===== config.mk =====
export PLATFORM = sky130hd
export DESIGN_NAME = octal_serial_output_latch_ctrl
export DESIGN_NICKNAME = d
export VERILOG_FILES = /design/src/frame_fifo.v /design/src/octal_serial_output_latch_ctrl.v
export VERILOG_INCLUDE_DIRS = /design/src
export SDC_FILE = /design/constraint.sdc
export NUM_CORES = 1
export LEC_CHECK = 0
export ABC_AREA = 1
export BUFFER_PORTS_ARGS = -buffer_cell sky130_fd_sc_hd__buf_2
export CAP_MARGIN = 20
export CELL_PAD_IN_SITES_DETAIL_PLACEMENT = 0
export CELL_PAD_IN_SITES_GLOBAL_PLACEMENT = 2
export CORE_MARGIN = 2
export CORE_UTILIZATION = 36
export CTS_CLUSTER_SIZE = 28
export DETAILED_ROUTE_END_ITERATION = 8
export PLACE_DENSITY = 0.75
export SETUP_SLACK_MARGIN = 0.1
export SLEW_MARGIN = 0
export SYNTH_ARGS = -nofsm -noshare
export SYNTH_HDL_FRONTEND = slang
export SYNTH_SLANG_ARGS = --single-unit

===== constraint.sdc =====
create_clock -name clk_sys -period 2.7 [get_ports clk_sys]
set_input_delay 0.54 -clock clk_sys [delete_from_list [all_inputs] [get_ports clk_sys]]
set_output_delay 0.54 -clock clk_sys [all_outputs]
set_load 0.05 [all_outputs]

===== src/octal_latch_defs.vh =====
`ifndef OCTAL_LATCH_DEFS_VH
`define OCTAL_LATCH_DEFS_VH

`define CHAN_COUNT        8
`define CHAN_TOP          3'h7
`define CLK_SYS_MHZ       100
`define INHIBIT_US        160
`define INHIBIT_CYCLES    (`INHIBIT_US * `CLK_SYS_MHZ)
`define CNT_W             15
`define LATCH_RESET       8'hff
`define SHIFT_RESET       8'h00
`define FIFO_DEPTH        4
`define FIFO_PTR_W        2
`define SYNC_W            11
`define SYNC_RESET        11'h001
`define SYNC_SEL          0
`define SYNC_SCLK         1
`define SYNC_SDI          2
`define SYNC_SENSE        3
`define FRAME_RESET       8'h00

`endif


===== src/frame_fifo.v =====
`timescale 1ns/1ns
`default_nettype none

// small first-in first-out buffer with valid/ready on both sides
module frame_fifo #(
  parameter WIDTH = 8,
  parameter DEPTH = 4,
  parameter PTR_W = 2
) (
  input  wire             clk_sys,
  input  wire             rst,
  input  wire [WIDTH-1:0] in_data,
  input  wire             in_valid,
  output wire             in_ready,
  output wire [WIDTH-1:0] out_data,
  output wire             out_valid,
  input  wire             out_ready
);

  reg [WIDTH-1:0] mem [0:DEPTH-1];
  reg [PTR_W-1:0] wr_ptr;
  reg [PTR_W-1:0] rd_ptr;
  reg [PTR_W:0]   count;

  wire push = in_valid && in_ready;
  wire pop  = out_valid && out_ready;

  assign in_ready  = (count != DEPTH);
  assign out_valid = (count != 0);
  assign out_data  = mem[rd_ptr];

  always @(posedge clk_sys) begin
    if (push) begin
      mem[wr_ptr] <= in_data;
    end
  end

  always @(posedge clk_sys) begin
    if (rst) begin
      wr_ptr <= {PTR_W{1'b0}};
      rd_ptr <= {PTR_W{1'b0}};
      count  <= {(PTR_W+1){1'b0}};
    end else begin
      if (push) begin
        wr_ptr <= wr_ptr + 1'b1;
      end
      if (pop) begin
        rd_ptr <= rd_ptr + 1'b1;
      end
      if (push && !pop) begin
        count <= count + 1'b1;
      end else if (pop && !push) begin
        count <= count - 1'b1;
      end
    end
  end

endmodule // frame_fifo

`default_nettype wire


===== src/octal_serial_output_latch_ctrl.v =====
`timescale 1ns/1ns
`default_nettype none
`include "octal_latch_defs.vh"

// What this block does
// - selected only while select line is low
// - serial output driven only while selected
// - select falling loads sensed output levels
// - select rising copies shift register to latch
// - next bit out after serial clock rising
// - serial input shifted in on clock falling
// - highest channel diagnostic out first rising edge
// - zero turns channel on, one off
// - eight bit shift register holds frame
// - unlimited clocks pass through for daisy chain
// - one latch bit per channel
// - fault on active channel sets its bit
// - reset sets whole latch at once
// - inhibit timer after select rising blocks faults
// - serial clock ignored while deselected
// - reset clears outputs and shift register, sets latch
module octal_serial_output_latch_ctrl #(
  parameter INHIBIT_CYCLES = `INHIBIT_CYCLES
) (
  input  wire       clk_sys,
  input  wire       rst,
  input  wire       sel_n,
  input  wire       sclk,
  input  wire       sdi,
  input  wire [7:0] out_sense,
  output reg        sdo,
  output reg        sdo_oe,
  output reg  [7:0] chan_ctrl,
  output reg  [7:0] chan_on,
  output reg        inhibit_active,
  output reg  [7:0] frame_data,
  output reg        frame_valid,
  input  wire       frame_ready,
  output reg        frame_overrun
);

  // -------------------------------------------------------------------
  // link phase states
  // -------------------------------------------------------------------
  // idle until select falls, load for one cycle, shift, then commit
  localparam [1:0] ST_IDLE   = 2'b00;
  localparam [1:0] ST_LOAD   = 2'b01;
  localparam [1:0] ST_SHIFT  = 2'b10;
  localparam [1:0] ST_COMMIT = 2'b11;

  // -------------------------------------------------------------------
  // helpers
  // -------------------------------------------------------------------
  // level went from low to high between two samples
  function rise_of;
    input prev;
    input curr;
    begin
      rise_of = !prev && curr;
    end
  endfunction

  // level went from high to low between two samples
  function fall_of;
    input prev;
    input curr;
    begin
      fall_of = prev && !curr;
    end
  endfunction

  // a channel programmed on that still reads high is overloaded
  function fault_of;
    input ctrl_bit;
    input sense_bit;
    begin
      fault_of = !ctrl_bit && sense_bit;
    end
  endfunction

  // counter has run out
  function cnt_zero;
    input [`CNT_W-1:0] value;
    begin
      cnt_zero = (value == {`CNT_W{1'b0}});
    end
  endfunction

  // -------------------------------------------------------------------
  // input synchronisers
  // -------------------------------------------------------------------
  // every serial and sense pin crosses two flip-flops before any logic reads it
  wire [`SYNC_W-1:0] async_in   = {out_sense, sdi, sclk, sel_n};
  wire [`SYNC_W-1:0] sync_reset = `SYNC_RESET;
  wire [`SYNC_W-1:0] sync_out;
  genvar             j;

  generate
    for (j = 0; j < `SYNC_W; j = j + 1) begin : g_sync
      reg first_q;
      reg second_q;
      always @(posedge clk_sys) begin
        if (rst) begin
          first_q  <= sync_reset[j];
          second_q <= sync_reset[j];
        end else begin
          first_q  <= async_in[j];
          second_q <= first_q;
        end
      end
      assign sync_out[j] = second_q;
    end
  endgenerate

  wire       sel_n_s = sync_out[`SYNC_SEL];
  wire       sclk_s  = sync_out[`SYNC_SCLK];
  wire       sdi_s   = sync_out[`SYNC_SDI];
  wire [7:0] sense_s = sync_out[`SYNC_SENSE +: 8];
  reg        sel_n_d;
  reg        sclk_d;

  // one more stage on select and clock to see their edges
  always @(posedge clk_sys) begin
    if (rst) begin
      sel_n_d <= 1'b1;
      sclk_d  <= 1'b0;
    end else begin
      sel_n_d <= sel_n_s;
      sclk_d  <= sclk_s;
    end
  end

  // -------------------------------------------------------------------
  // edge detection
  // -------------------------------------------------------------------
  reg  [1:0] link_state;
  reg  [1:0] next_link_state;

  wire       selected  = !sel_n_s;
  wire       sel_fall  = fall_of(sel_n_d, sel_n_s);
  wire       sel_rise  = rise_of(sel_n_d, sel_n_s);
  // serial clock edges count only once the link is past its idle phase
  wire       link_open = selected && (link_state == ST_LOAD || link_state == ST_SHIFT);
  wire       sck_rise  = link_open && rise_of(sclk_d, sclk_s);
  wire       sck_fall  = link_open && fall_of(sclk_d, sclk_s);

  // -------------------------------------------------------------------
  // link phase tracking
  // -------------------------------------------------------------------
  always @* begin
    next_link_state = link_state;
    case (link_state)
      ST_IDLE: begin
        if (sel_fall) begin
          next_link_state = ST_LOAD;
        end
      end
      ST_LOAD: begin
        if (selected) begin
          next_link_state = ST_SHIFT;
        end else begin
          next_link_state = ST_COMMIT;
        end
      end
      ST_SHIFT: begin
        if (sel_rise) begin
          next_link_state = ST_COMMIT;
        end
      end
      ST_COMMIT: begin
        if (sel_fall) begin
          next_link_state = ST_LOAD;
        end else begin
          next_link_state = ST_IDLE;
        end
      end
      default: begin
        next_link_state = ST_IDLE;
      end
    endcase
  end

  always @(posedge clk_sys) begin
    if (rst) begin
      link_state <= ST_IDLE;
    end else begin
      link_state <= next_link_state;
    end
  end

  // -------------------------------------------------------------------
  // shift register
  // -------------------------------------------------------------------
  reg [7:0] shift;
  reg [7:0] next_shift;

  // sense levels jam in at select fall, serial bits follow
  always @* begin
    next_shift = shift;
    if (sel_fall) begin
      next_shift = sense_s;
    end else if (sck_fall) begin
      next_shift = {shift[6:0], sdi_s};
    end
  end

  always @(posedge clk_sys) begin
    if (rst) begin
      shift <= `SHIFT_RESET;
    end else begin
      shift <= next_shift;
    end
  end

  // -------------------------------------------------------------------
  // serial output
  // -------------------------------------------------------------------
  // msb shown after each rising clock edge
  reg next_sdo;

  always @* begin
    next_sdo = sdo;
    if (sck_rise) begin
      next_sdo = shift[`CHAN_TOP];
    end
  end

  always @(posedge clk_sys) begin
    if (rst) begin
      sdo    <= 1'b0;
      sdo_oe <= 1'b0;
    end else begin
      sdo    <= next_sdo;
      sdo_oe <= selected;
    end
  end

  // -------------------------------------------------------------------
  // inhibit timer
  // -------------------------------------------------------------------
  reg  [`CNT_W-1:0] inhibit_cnt;
  reg  [`CNT_W-1:0] next_inhibit_cnt;
  wire              inhibit = !cnt_zero(inhibit_cnt);

  // loaded at every commit so inrush after switch-on is not taken as a fault
  always @* begin
    next_inhibit_cnt = inhibit_cnt;
    if (sel_rise) begin
      next_inhibit_cnt = INHIBIT_CYCLES[`CNT_W-1:0];
    end else if (inhibit) begin
      next_inhibit_cnt = inhibit_cnt - 1'b1;
    end
  end

  always @(posedge clk_sys) begin
    if (rst) begin
      inhibit_cnt    <= {`CNT_W{1'b0}};
      inhibit_active <= 1'b0;
    end else begin
      inhibit_cnt    <= next_inhibit_cnt;
      inhibit_active <= !cnt_zero(next_inhibit_cnt);
    end
  end

  // -------------------------------------------------------------------
  // output control latch, one bit per channel
  // -------------------------------------------------------------------
  wire [7:0] next_ctrl;
  genvar     g;

  generate
    for (g = 0; g < `CHAN_COUNT; g = g + 1) begin : g_chan
      // an overload only counts once the inhibit time is over
      wire fault_hit = !inhibit && fault_of(chan_ctrl[g], sense_s[g]);
      assign next_ctrl[g] = sel_rise ? shift[g] : (fault_hit | chan_ctrl[g]);
    end
  endgenerate

  // drive outputs are the inverse of the stored bits
  always @(posedge clk_sys) begin
    if (rst) begin
      chan_ctrl <= `LATCH_RESET;
      chan_on   <= ~`LATCH_RESET;
    end else begin
      chan_ctrl <= next_ctrl;
      chan_on   <= ~next_ctrl;
    end
  end

  // -------------------------------------------------------------------
  // record of committed frames through a small buffer
  // -------------------------------------------------------------------
  wire       fifo_in_ready;
  wire [7:0] fifo_out_data;
  wire       fifo_out_valid;
  // the output stage refills as soon as it is empty or being taken
  wire       fifo_pop = fifo_out_valid && (!frame_valid || frame_ready);
  reg  [7:0] next_frame_data;
  reg        next_frame_valid;
  reg        next_frame_overrun;

  frame_fifo #(
    .WIDTH (8),
    .DEPTH (`FIFO_DEPTH),
    .PTR_W (`FIFO_PTR_W)
  ) u_fifo (
    .clk_sys   (clk_sys),
    .rst       (rst),
    .in_data   (shift),
    .in_valid  (sel_rise),
    .in_ready  (fifo_in_ready),
    .out_data  (fifo_out_data),
    .out_valid (fifo_out_valid),
    .out_ready (fifo_pop)
  );

  always @* begin
    next_frame_data    = frame_data;
    next_frame_valid   = frame_valid;
    next_frame_overrun = frame_overrun;
    if (fifo_pop) begin
      next_frame_data  = fifo_out_data;
      next_frame_valid = 1'b1;
    end else if (frame_ready) begin
      next_frame_valid = 1'b0;
    end
    // sticky: a frame arrived while the buffer was full
    if (sel_rise && !fifo_in_ready) begin
      next_frame_overrun = 1'b1;
    end
  end

  always @(posedge clk_sys) begin
    if (rst) begin
      frame_data    <= `FRAME_RESET;
      frame_valid   <= 1'b0;
      frame_overrun <= 1'b0;
    end else begin
      frame_data    <= next_frame_data;
      frame_valid   <= next_frame_valid;
      frame_overrun <= next_frame_overrun;
    end
  end

endmodule // octal_serial_output_latch_ctrl

`default_nettype wire


==> results.yml, run 1 <==
global_routing:
  grt_pass1_wl_um: 16030
  grt_overflow_total: 0
  antenna_found_initial: 0
  grt_max_degree: 50
  grt_pass1_vias: 3279
  grt_use_total_pct: 14.60
clock_tree:
  ctsHoldBuffers: 0
  clk_pin_slew_worst_paths_ns: 0.05
  clock_path_buffers: 2
  cts_made_buffers: 17
  clk_latency_ns: 0.41
  root_buffer: "clkbuf_16"
  cts_setup_buffers: 0
  cts_tree: "yes"
  cts_max_level: 4
  cts_resized: 0
  clock_sinks: 117
place:
  pre_cts_slack_ns: 0.5968
  hpwl_um: 6260
  portBuffers: 42
  gp_routability_congestion: 0.7924
die:
  dieHeight_um: 118.4
  dieArea_um2: 14020
  start_util_pct: 37.05
  rows: 41
  io_pins: 43
  die_w_um: 118.4
  core_um2: 12720
critical_path:
  crit_slowest_cell: "fa_1"
  reg2reg_depth: 11
  cp.required_ns: 2.99
  crit_fanout: 4
  crit_buf_inv: 3
  path_delay_family: "compound AO/OA/AOI/OAI gates"
  endpoint_kind: "register"
  crit_path_start: "g_sync[0].second_q$_SDFF_PP1_"
  cp.depth: 11
  r2r_start: "g_sync[0].second_q$_SDFF_PP1_"
  worst_setup_path_start_kind: "register"
  cp_cell_sequence: "inv_2, nor2_4, inv_1, a31oi_2, ha_1, inv_1, fa_1, a21oi_1, o21ai_0, o21ai_0, a21oi_1"
  cp.arrival_ns: 2.30
  slowest_delay_ns: 0.38
  path_class: "reg -> reg"
final_layout:
  layout.nets: 601
  n_fill_cell: 1278
  final_util_pct: 44.32
  area_growth_pct: 19.62
  drive_gt1_share_pct: 15.62
  num_antenna_cells: 0
yosys:
  syn_nets: 555
  syn_avg_cell_area_um2: 8.893
  yosys.cell_types.count: 38
  syn_area_um2: 4713
  synth_cells: 530
  ys.flop_type: "dfxtp_1"
  synth-edff-count: 32
  yosysTopAreaCell: "dfxtp_1"
  seq_area_frac_synth_pct: 56.49
  synthTopCellsByCount: "108 x nor2_1, 85 x dfxtp_1, 85 x inv_1, 49 x nand2_1, 33 x o21ai_0"
  synthArstFlopShare_pct: 0
  synth-seq-cells: 117
  synth.most_common_cell: "nor2_1"
  yosysWarnings: 0
  synth_top_area_share_pct: 36.10
  synthTopCellsByArea: "dfxtp_1 36%, edfxtp_1 20%, nor2_1 8.6%, inv_1 6.8%, nand2_1 3.9%"
hold_path:
  hold_class: "in -> reg"
  whs_path_depth: 3
  hold_start: "out_sense[5]"
sta:
  drv_slew: 0
  post-route-min-period_ns: 2.006
  finalWorstSetupSlack_ns: 0.6940
  tns_ns: 0
  hold_violations: 0
  fmax_mhz: 498.5
  rsz0062_at_grt: "false"
  skew_ns: 0.006491
  setup_viol: 0
  period_share_pct: 74.30
  slew-limit-headroom_pct: 52.47
  worst_pin_slew_ns: 0.7103
route:
  wire_per_inst_um: 12.28
  drtIter0Drc: 138
  via_per_inst: 4.442
  drcViolationCount: 0
  finalWirelength_um: 9343
  first_pass_iters: 7
  antenna_left: 0
  vias: 3380
power:
  cellLeakagePower_nw: 2.445
  vdd.ir_drop.worst_mv: 0.4141
  p_per_area_nw_per_um2: 1135
flow_run:
  drv_cap: 0
status:
  status: "finished clean"
-- logic make-up (layout without fill, tap and decap cells) --
logic type               after synthesis  count (layout)  share of synthesized area (%)
buffers and inverters                109             168                          9.212
adder cells (fa/ha/maj)               11              11                          3.079
flip-flops                           117             117                          56.49
AO/OA/AOI/OAI                         86              86                          11.55
AND/OR/NAND/NOR                      203             203                          18.93
XOR/XNOR                               4               4                         0.7434
-- routing by layer --
metal  GRT usage (%)  routed length [µm]
met2           22.80                4224
met3           4.392                 327
met5               0                   0
met1           18.65                4651
met4           6.473                 140
-- stage by stage --
step	cells	instance area, µm²	hold WS, ns	power (mW)
6_report	761	5638	0.3295	6.399
4_1_cts	761	5638	0.3129	6.486
2_1_floorplan	530	4713	0.3883	3.940
5_1_grt	761	5638	0.3246	6.848
3_5_place_dp	729	5080	0.3938	4.368
3_3_place_gp	729	5080	0.3905	4.378
-- final timing paths --
path	end	slack [ns]
worst max-delay path	u_fifo.count[2]$_SDFFE_PP0P_	0.69
worst min-delay path	g_sync[8].first_q$_SDFF_PP0_	0.33
worst max register to register	u_fifo.count[2]$_SDFFE_PP0P_	0.69
worst min register to register	g_sync[5].second_q$_SDFF_PP0_	0.40
-- worst reg2reg max path: stages, from the launching register on --
cell	delay (ns)
dfxtp_1	0.36
inv_2	0.10
nor2_4	0.09
inv_1	0.06
a31oi_2	0.21
ha_1	0.19
inv_1	0.07
fa_1	0.38
a21oi_1	0.14
o21ai_0	0.10
o21ai_0	0.15
a21oi_1	0.05
-- area by class of cell --
class                           count  area, µm²  area share [%]
Clock buffer                       23      479.2           8.500
Clock inverter                      9      78.83           1.398
Inverter                           88      330.3           5.859
Multi-Input combinational cell    304       1617           28.67
Sequential cell                   117       2663           47.23
Tap cell                          172      215.2           3.817
Timing Repair Buffer               48      255.2           4.527
-- where the power goes --
part	switching, mW	internal, mW
clock network	0.756	1.33
logic	1.42	0.658
registers	0.187	2.05
-- layout by cell type, fill, tap and decap left out, types with 2 or more instances in the layout --
master,instances
a211oi_1,16
a21oi_1,14
a221oi_1,2
a31oi_1,9
buf_2,42
buf_4,6
clkbuf_1,4
clkbuf_16,18
clkinv_1,4
clkinv_4,2
clkinvlp_4,2
dfxtp_1,85
edfxtp_1,32
ha_1,10
inv_1,85
inv_2,2
nand2_1,49
nand2_2,3
nand2_4,2
nand3_1,23
nand4_1,5
nor2_1,108
nor2_2,2
nor2_4,4
o21ai_0,33
o31ai_1,8
or2_2,2
xnor2_1,2
xor2_1,2
-- sequential cells by signal, indices dropped and copies added (netlist names), 3 cells and up --
signal and cells:
chan_ctrl 8, u_fifo.mem 32, u_fifo.count 3, shift 8
chan_on 8, inhibit_cnt 15, frame_data 8, g_sync.first_q 11
g_sync.second_q 11
No activity file was read; power rests on OpenSTA's default activity.
==> run 2: changes to the inputs <==
ABC_AREA = 0   (was 1)
CORE_UTILIZATION = 39   (was 36)
PLACE_DENSITY = 0.76   (was 0.75)
clock period = 1.9 ns   (was 2.7 ns; I/O delays follow)
==> run 2 against run 1 <==
Compared with the run above: the flow now finishes with violations (negative setup slack); via count down 8.8%; clock skew fell by 0.00053 ns; sequential share of layout area decreased by 1.8 points; fmax grew 4.4%; combinational power is 55% higher; area after synthesis is 4.4% lower; clock power rose by 38%; final cell count decreased by 16%; utilization is 7.6 points higher; worst setup slack worse by 0.72 ns; hold slack lost 0.18 ns; critical path type unchanged.
==> results.yml, run 2 <==
yosys:
  synth.most_common_cell: "dfxtp_1"
  syn_avg_cell_area_um2: 11.18
  yosysWarnings: 0
  ys.flop_type: "dfxtp_1"
  yosysTopAreaCell: "dfxtp_1"
  synth_cells: 403
  yosys.cell_types.count: 48
  synth-seq-cells: 117
  synthArstFlopShare_pct: 0
  synth_top_area_share_pct: 37.76
  seq_area_frac_synth_pct: 59.08
  syn_area_um2: 4507
  synthTopCellsByArea: "dfxtp_1 38%, edfxtp_1 21%, a21oi_1 4.4%, mux4_2 4.0%, nor2_1 4.0%"
  synth-edff-count: 32
  syn_nets: 428
  synthTopCellsByCount: "85 x dfxtp_1, 48 x nor2_1, 40 x a21oi_1, 32 x edfxtp_1, 25 x nand2_1"
critical_path:
  cp.arrival_ns: 2.21
  worst_setup_path_start_kind: "register"
  endpoint_kind: "register"
  cp.required_ns: 2.19
  crit_fanout: 6
  path_class: "reg -> reg"
route:
  wire_per_inst_um: 13.99
  first_pass_iters: 4
  drtIter0Drc: 96
  finalWirelength_um: 8998
  drcViolationCount: 0
  vias: 3082
  antenna_left: 0
  via_per_inst: 4.793
die:
  io_pins: 43
  core_um2: 11370
  dieArea_um2: 12430
  rows: 39
  die_w_um: 111.5
  dieHeight_um: 111.5
  start_util_pct: 39.64
power:
  vdd.ir_drop.worst_mv: 0.7066
  cellLeakagePower_nw: 2.281
  p_per_area_nw_per_um2: 1555
  fin_total_pwr_mw: 9.184
final_layout:
  fin_area_um2: 5904
  final_cell_mix: "74 x dfxtp_1, 46 x nor2_1, 42 x buf_2"
  final_common_cell: "dfxtp_1"
  largest_reg_flops: 32
  final_cells: 643
  top_regs: "u_fifo.mem x32, inhibit_cnt x15"
  area_growth_pct: 31.01
  final_util_pct: 51.93
  drive_gt1_share_pct: 35.80
  layout.nets: 512
  num_antenna_cells: 0
  regMostFlops: "u_fifo.mem"
global_routing:
  grt_max_degree: 59
  grt_overflow_total: 0
  grt_pass1_wl_um: 14900
  grt_pass1_vias: 3061
  antenna_found_initial: 0
  grt_use_total_pct: 15.23
clock_tree:
  cts_made_buffers: 17
  clk_latency_ns: 0.41
  root_buffer: "clkbuf_16"
  cts_tree: "yes"
  cts_max_level: 4
  clk_pin_slew_worst_paths_ns: 0.05
  clock_sinks: 117
  ctsHoldBuffers: 0
  clock_path_buffers: 2
sta:
  skew_ns: 0.005965
  finalWorstSetupSlack_ns: -0.02149
  drv_slew: 0
  worst_pin_slew_ns: 0.5159
  hold_violations: 0
  rsz0062_at_grt: "true"
  setup_viol: 4
  post-route-min-period_ns: 1.921
  hold_ws_ns: 0.1514
  period_share_pct: 101.1
  slew-limit-headroom_pct: 65.29
  fmax_mhz: 520.4
place:
  dp.cells: 605
  place_area_um2: 5164
  gp_routability_congestion: 0.7553
  hpwl_um: 6044
  portBuffers: 42
flow_run:
  drv_cap: 0
status:
  violations: "negative setup slack"
  status: "finished, violations left"
hold_path:
  hold_class: "in -> reg"
## run 2: cell types whose count changed after synthesis, moves of 20 or more
cell	delta
nand2_1	-24
nor2b_1	+23
a21oi_1	+26
nor2_1	-60
nand3_1	-20
inv_1	-74
o21ai_0	-27
## run 2: path summary, 6_finish.rpt
path,startpoint,end,slack (ns),cells after the start
max,inhibit_cnt[9]$_SDFF_PP0_,inhibit_cnt[9]$_SDFF_PP0_,-0.02,5
min,sel_n,g_sync[0].first_q$_SDFF_PP1_,0.15,2
max reg2reg,inhibit_cnt[9]$_SDFF_PP0_,inhibit_cnt[9]$_SDFF_PP0_,-0.02,5
min reg2reg,g_sync[0].first_q$_SDFF_PP1_,g_sync[0].second_q$_SDFF_PP1_,0.42,1
## run 2: repair_timing
action	CTS	global route
setup endpoints to repair	26	26
resized for setup	21	15
pin swaps	17	11
setup buffers	3	3
## run 2: cell type report
class / count / area (µm²)
Clock inverter: 13 / 97.59
Multi-Input combinational cell: 255 / 1904
Clock buffer: 19 / 442.9
Tap cell: 143 / 178.9
Fill cell: 1045 / 5465
Inverter: 12 / 46.29
Sequential cell: 117 / 2681
Timing Repair Buffer: 84 / 553.0
## run 2: through the flow
step	setup TNS, ns	worst slack, ns
2_1_floorplan	-0.09438	-0.04214
3_3_place_gp	-0.02809	-0.01678
3_5_place_dp	-0.2381	-0.1101
4_1_cts	-0.02516	-0.01130
5_1_grt	-1.042	-0.1028
6_report	-0.06597	-0.02149
## run 2: routing by layer
| metal | global-route usage (%) | vias up | wire length (µm) |
|---|---|---|---|
| li1 | - | 1590 | - |
| met1 | 20.26 | 1425 | 4393 |
| met2 | 23.21 | 53 | 4059 |
| met3 | 4.355 | 14 | 381 |
| met4 | 6.914 | 0 | 164 |
| met5 | 0 | - | 0 |
## run 2: cells by family after synthesis
kind of cell | Yosys count | share of synthesized area, %
flip-flops | 117 | 59.08
XOR/XNOR | 12 | 2.332
buffers and inverters | 31 | 3.137
AND/OR/NAND/NOR | 144 | 16.68
AO/OA/AOI/OAI | 68 | 8.884
adder cells (fa/ha/maj) | 11 | 3.220
multiplexers | 20 | 6.663
## run 2: worst max-delay path, stage by stage, from the launching register on
cell and delay (ns):
dfxtp_2 0.32, or4_4 0.56, or4_4 0.56, nand3b_1 0.14, xor2_1 0.15, a21oi_1 0.08
## run 2: report_power, final
part | switching (mW) | internal (mW) | total, mW
logic | 1.78 | 1.44 | 3.22
registers | 0.210 | 2.87 | 3.08
clock network | 1.17 | 1.71 | 2.89
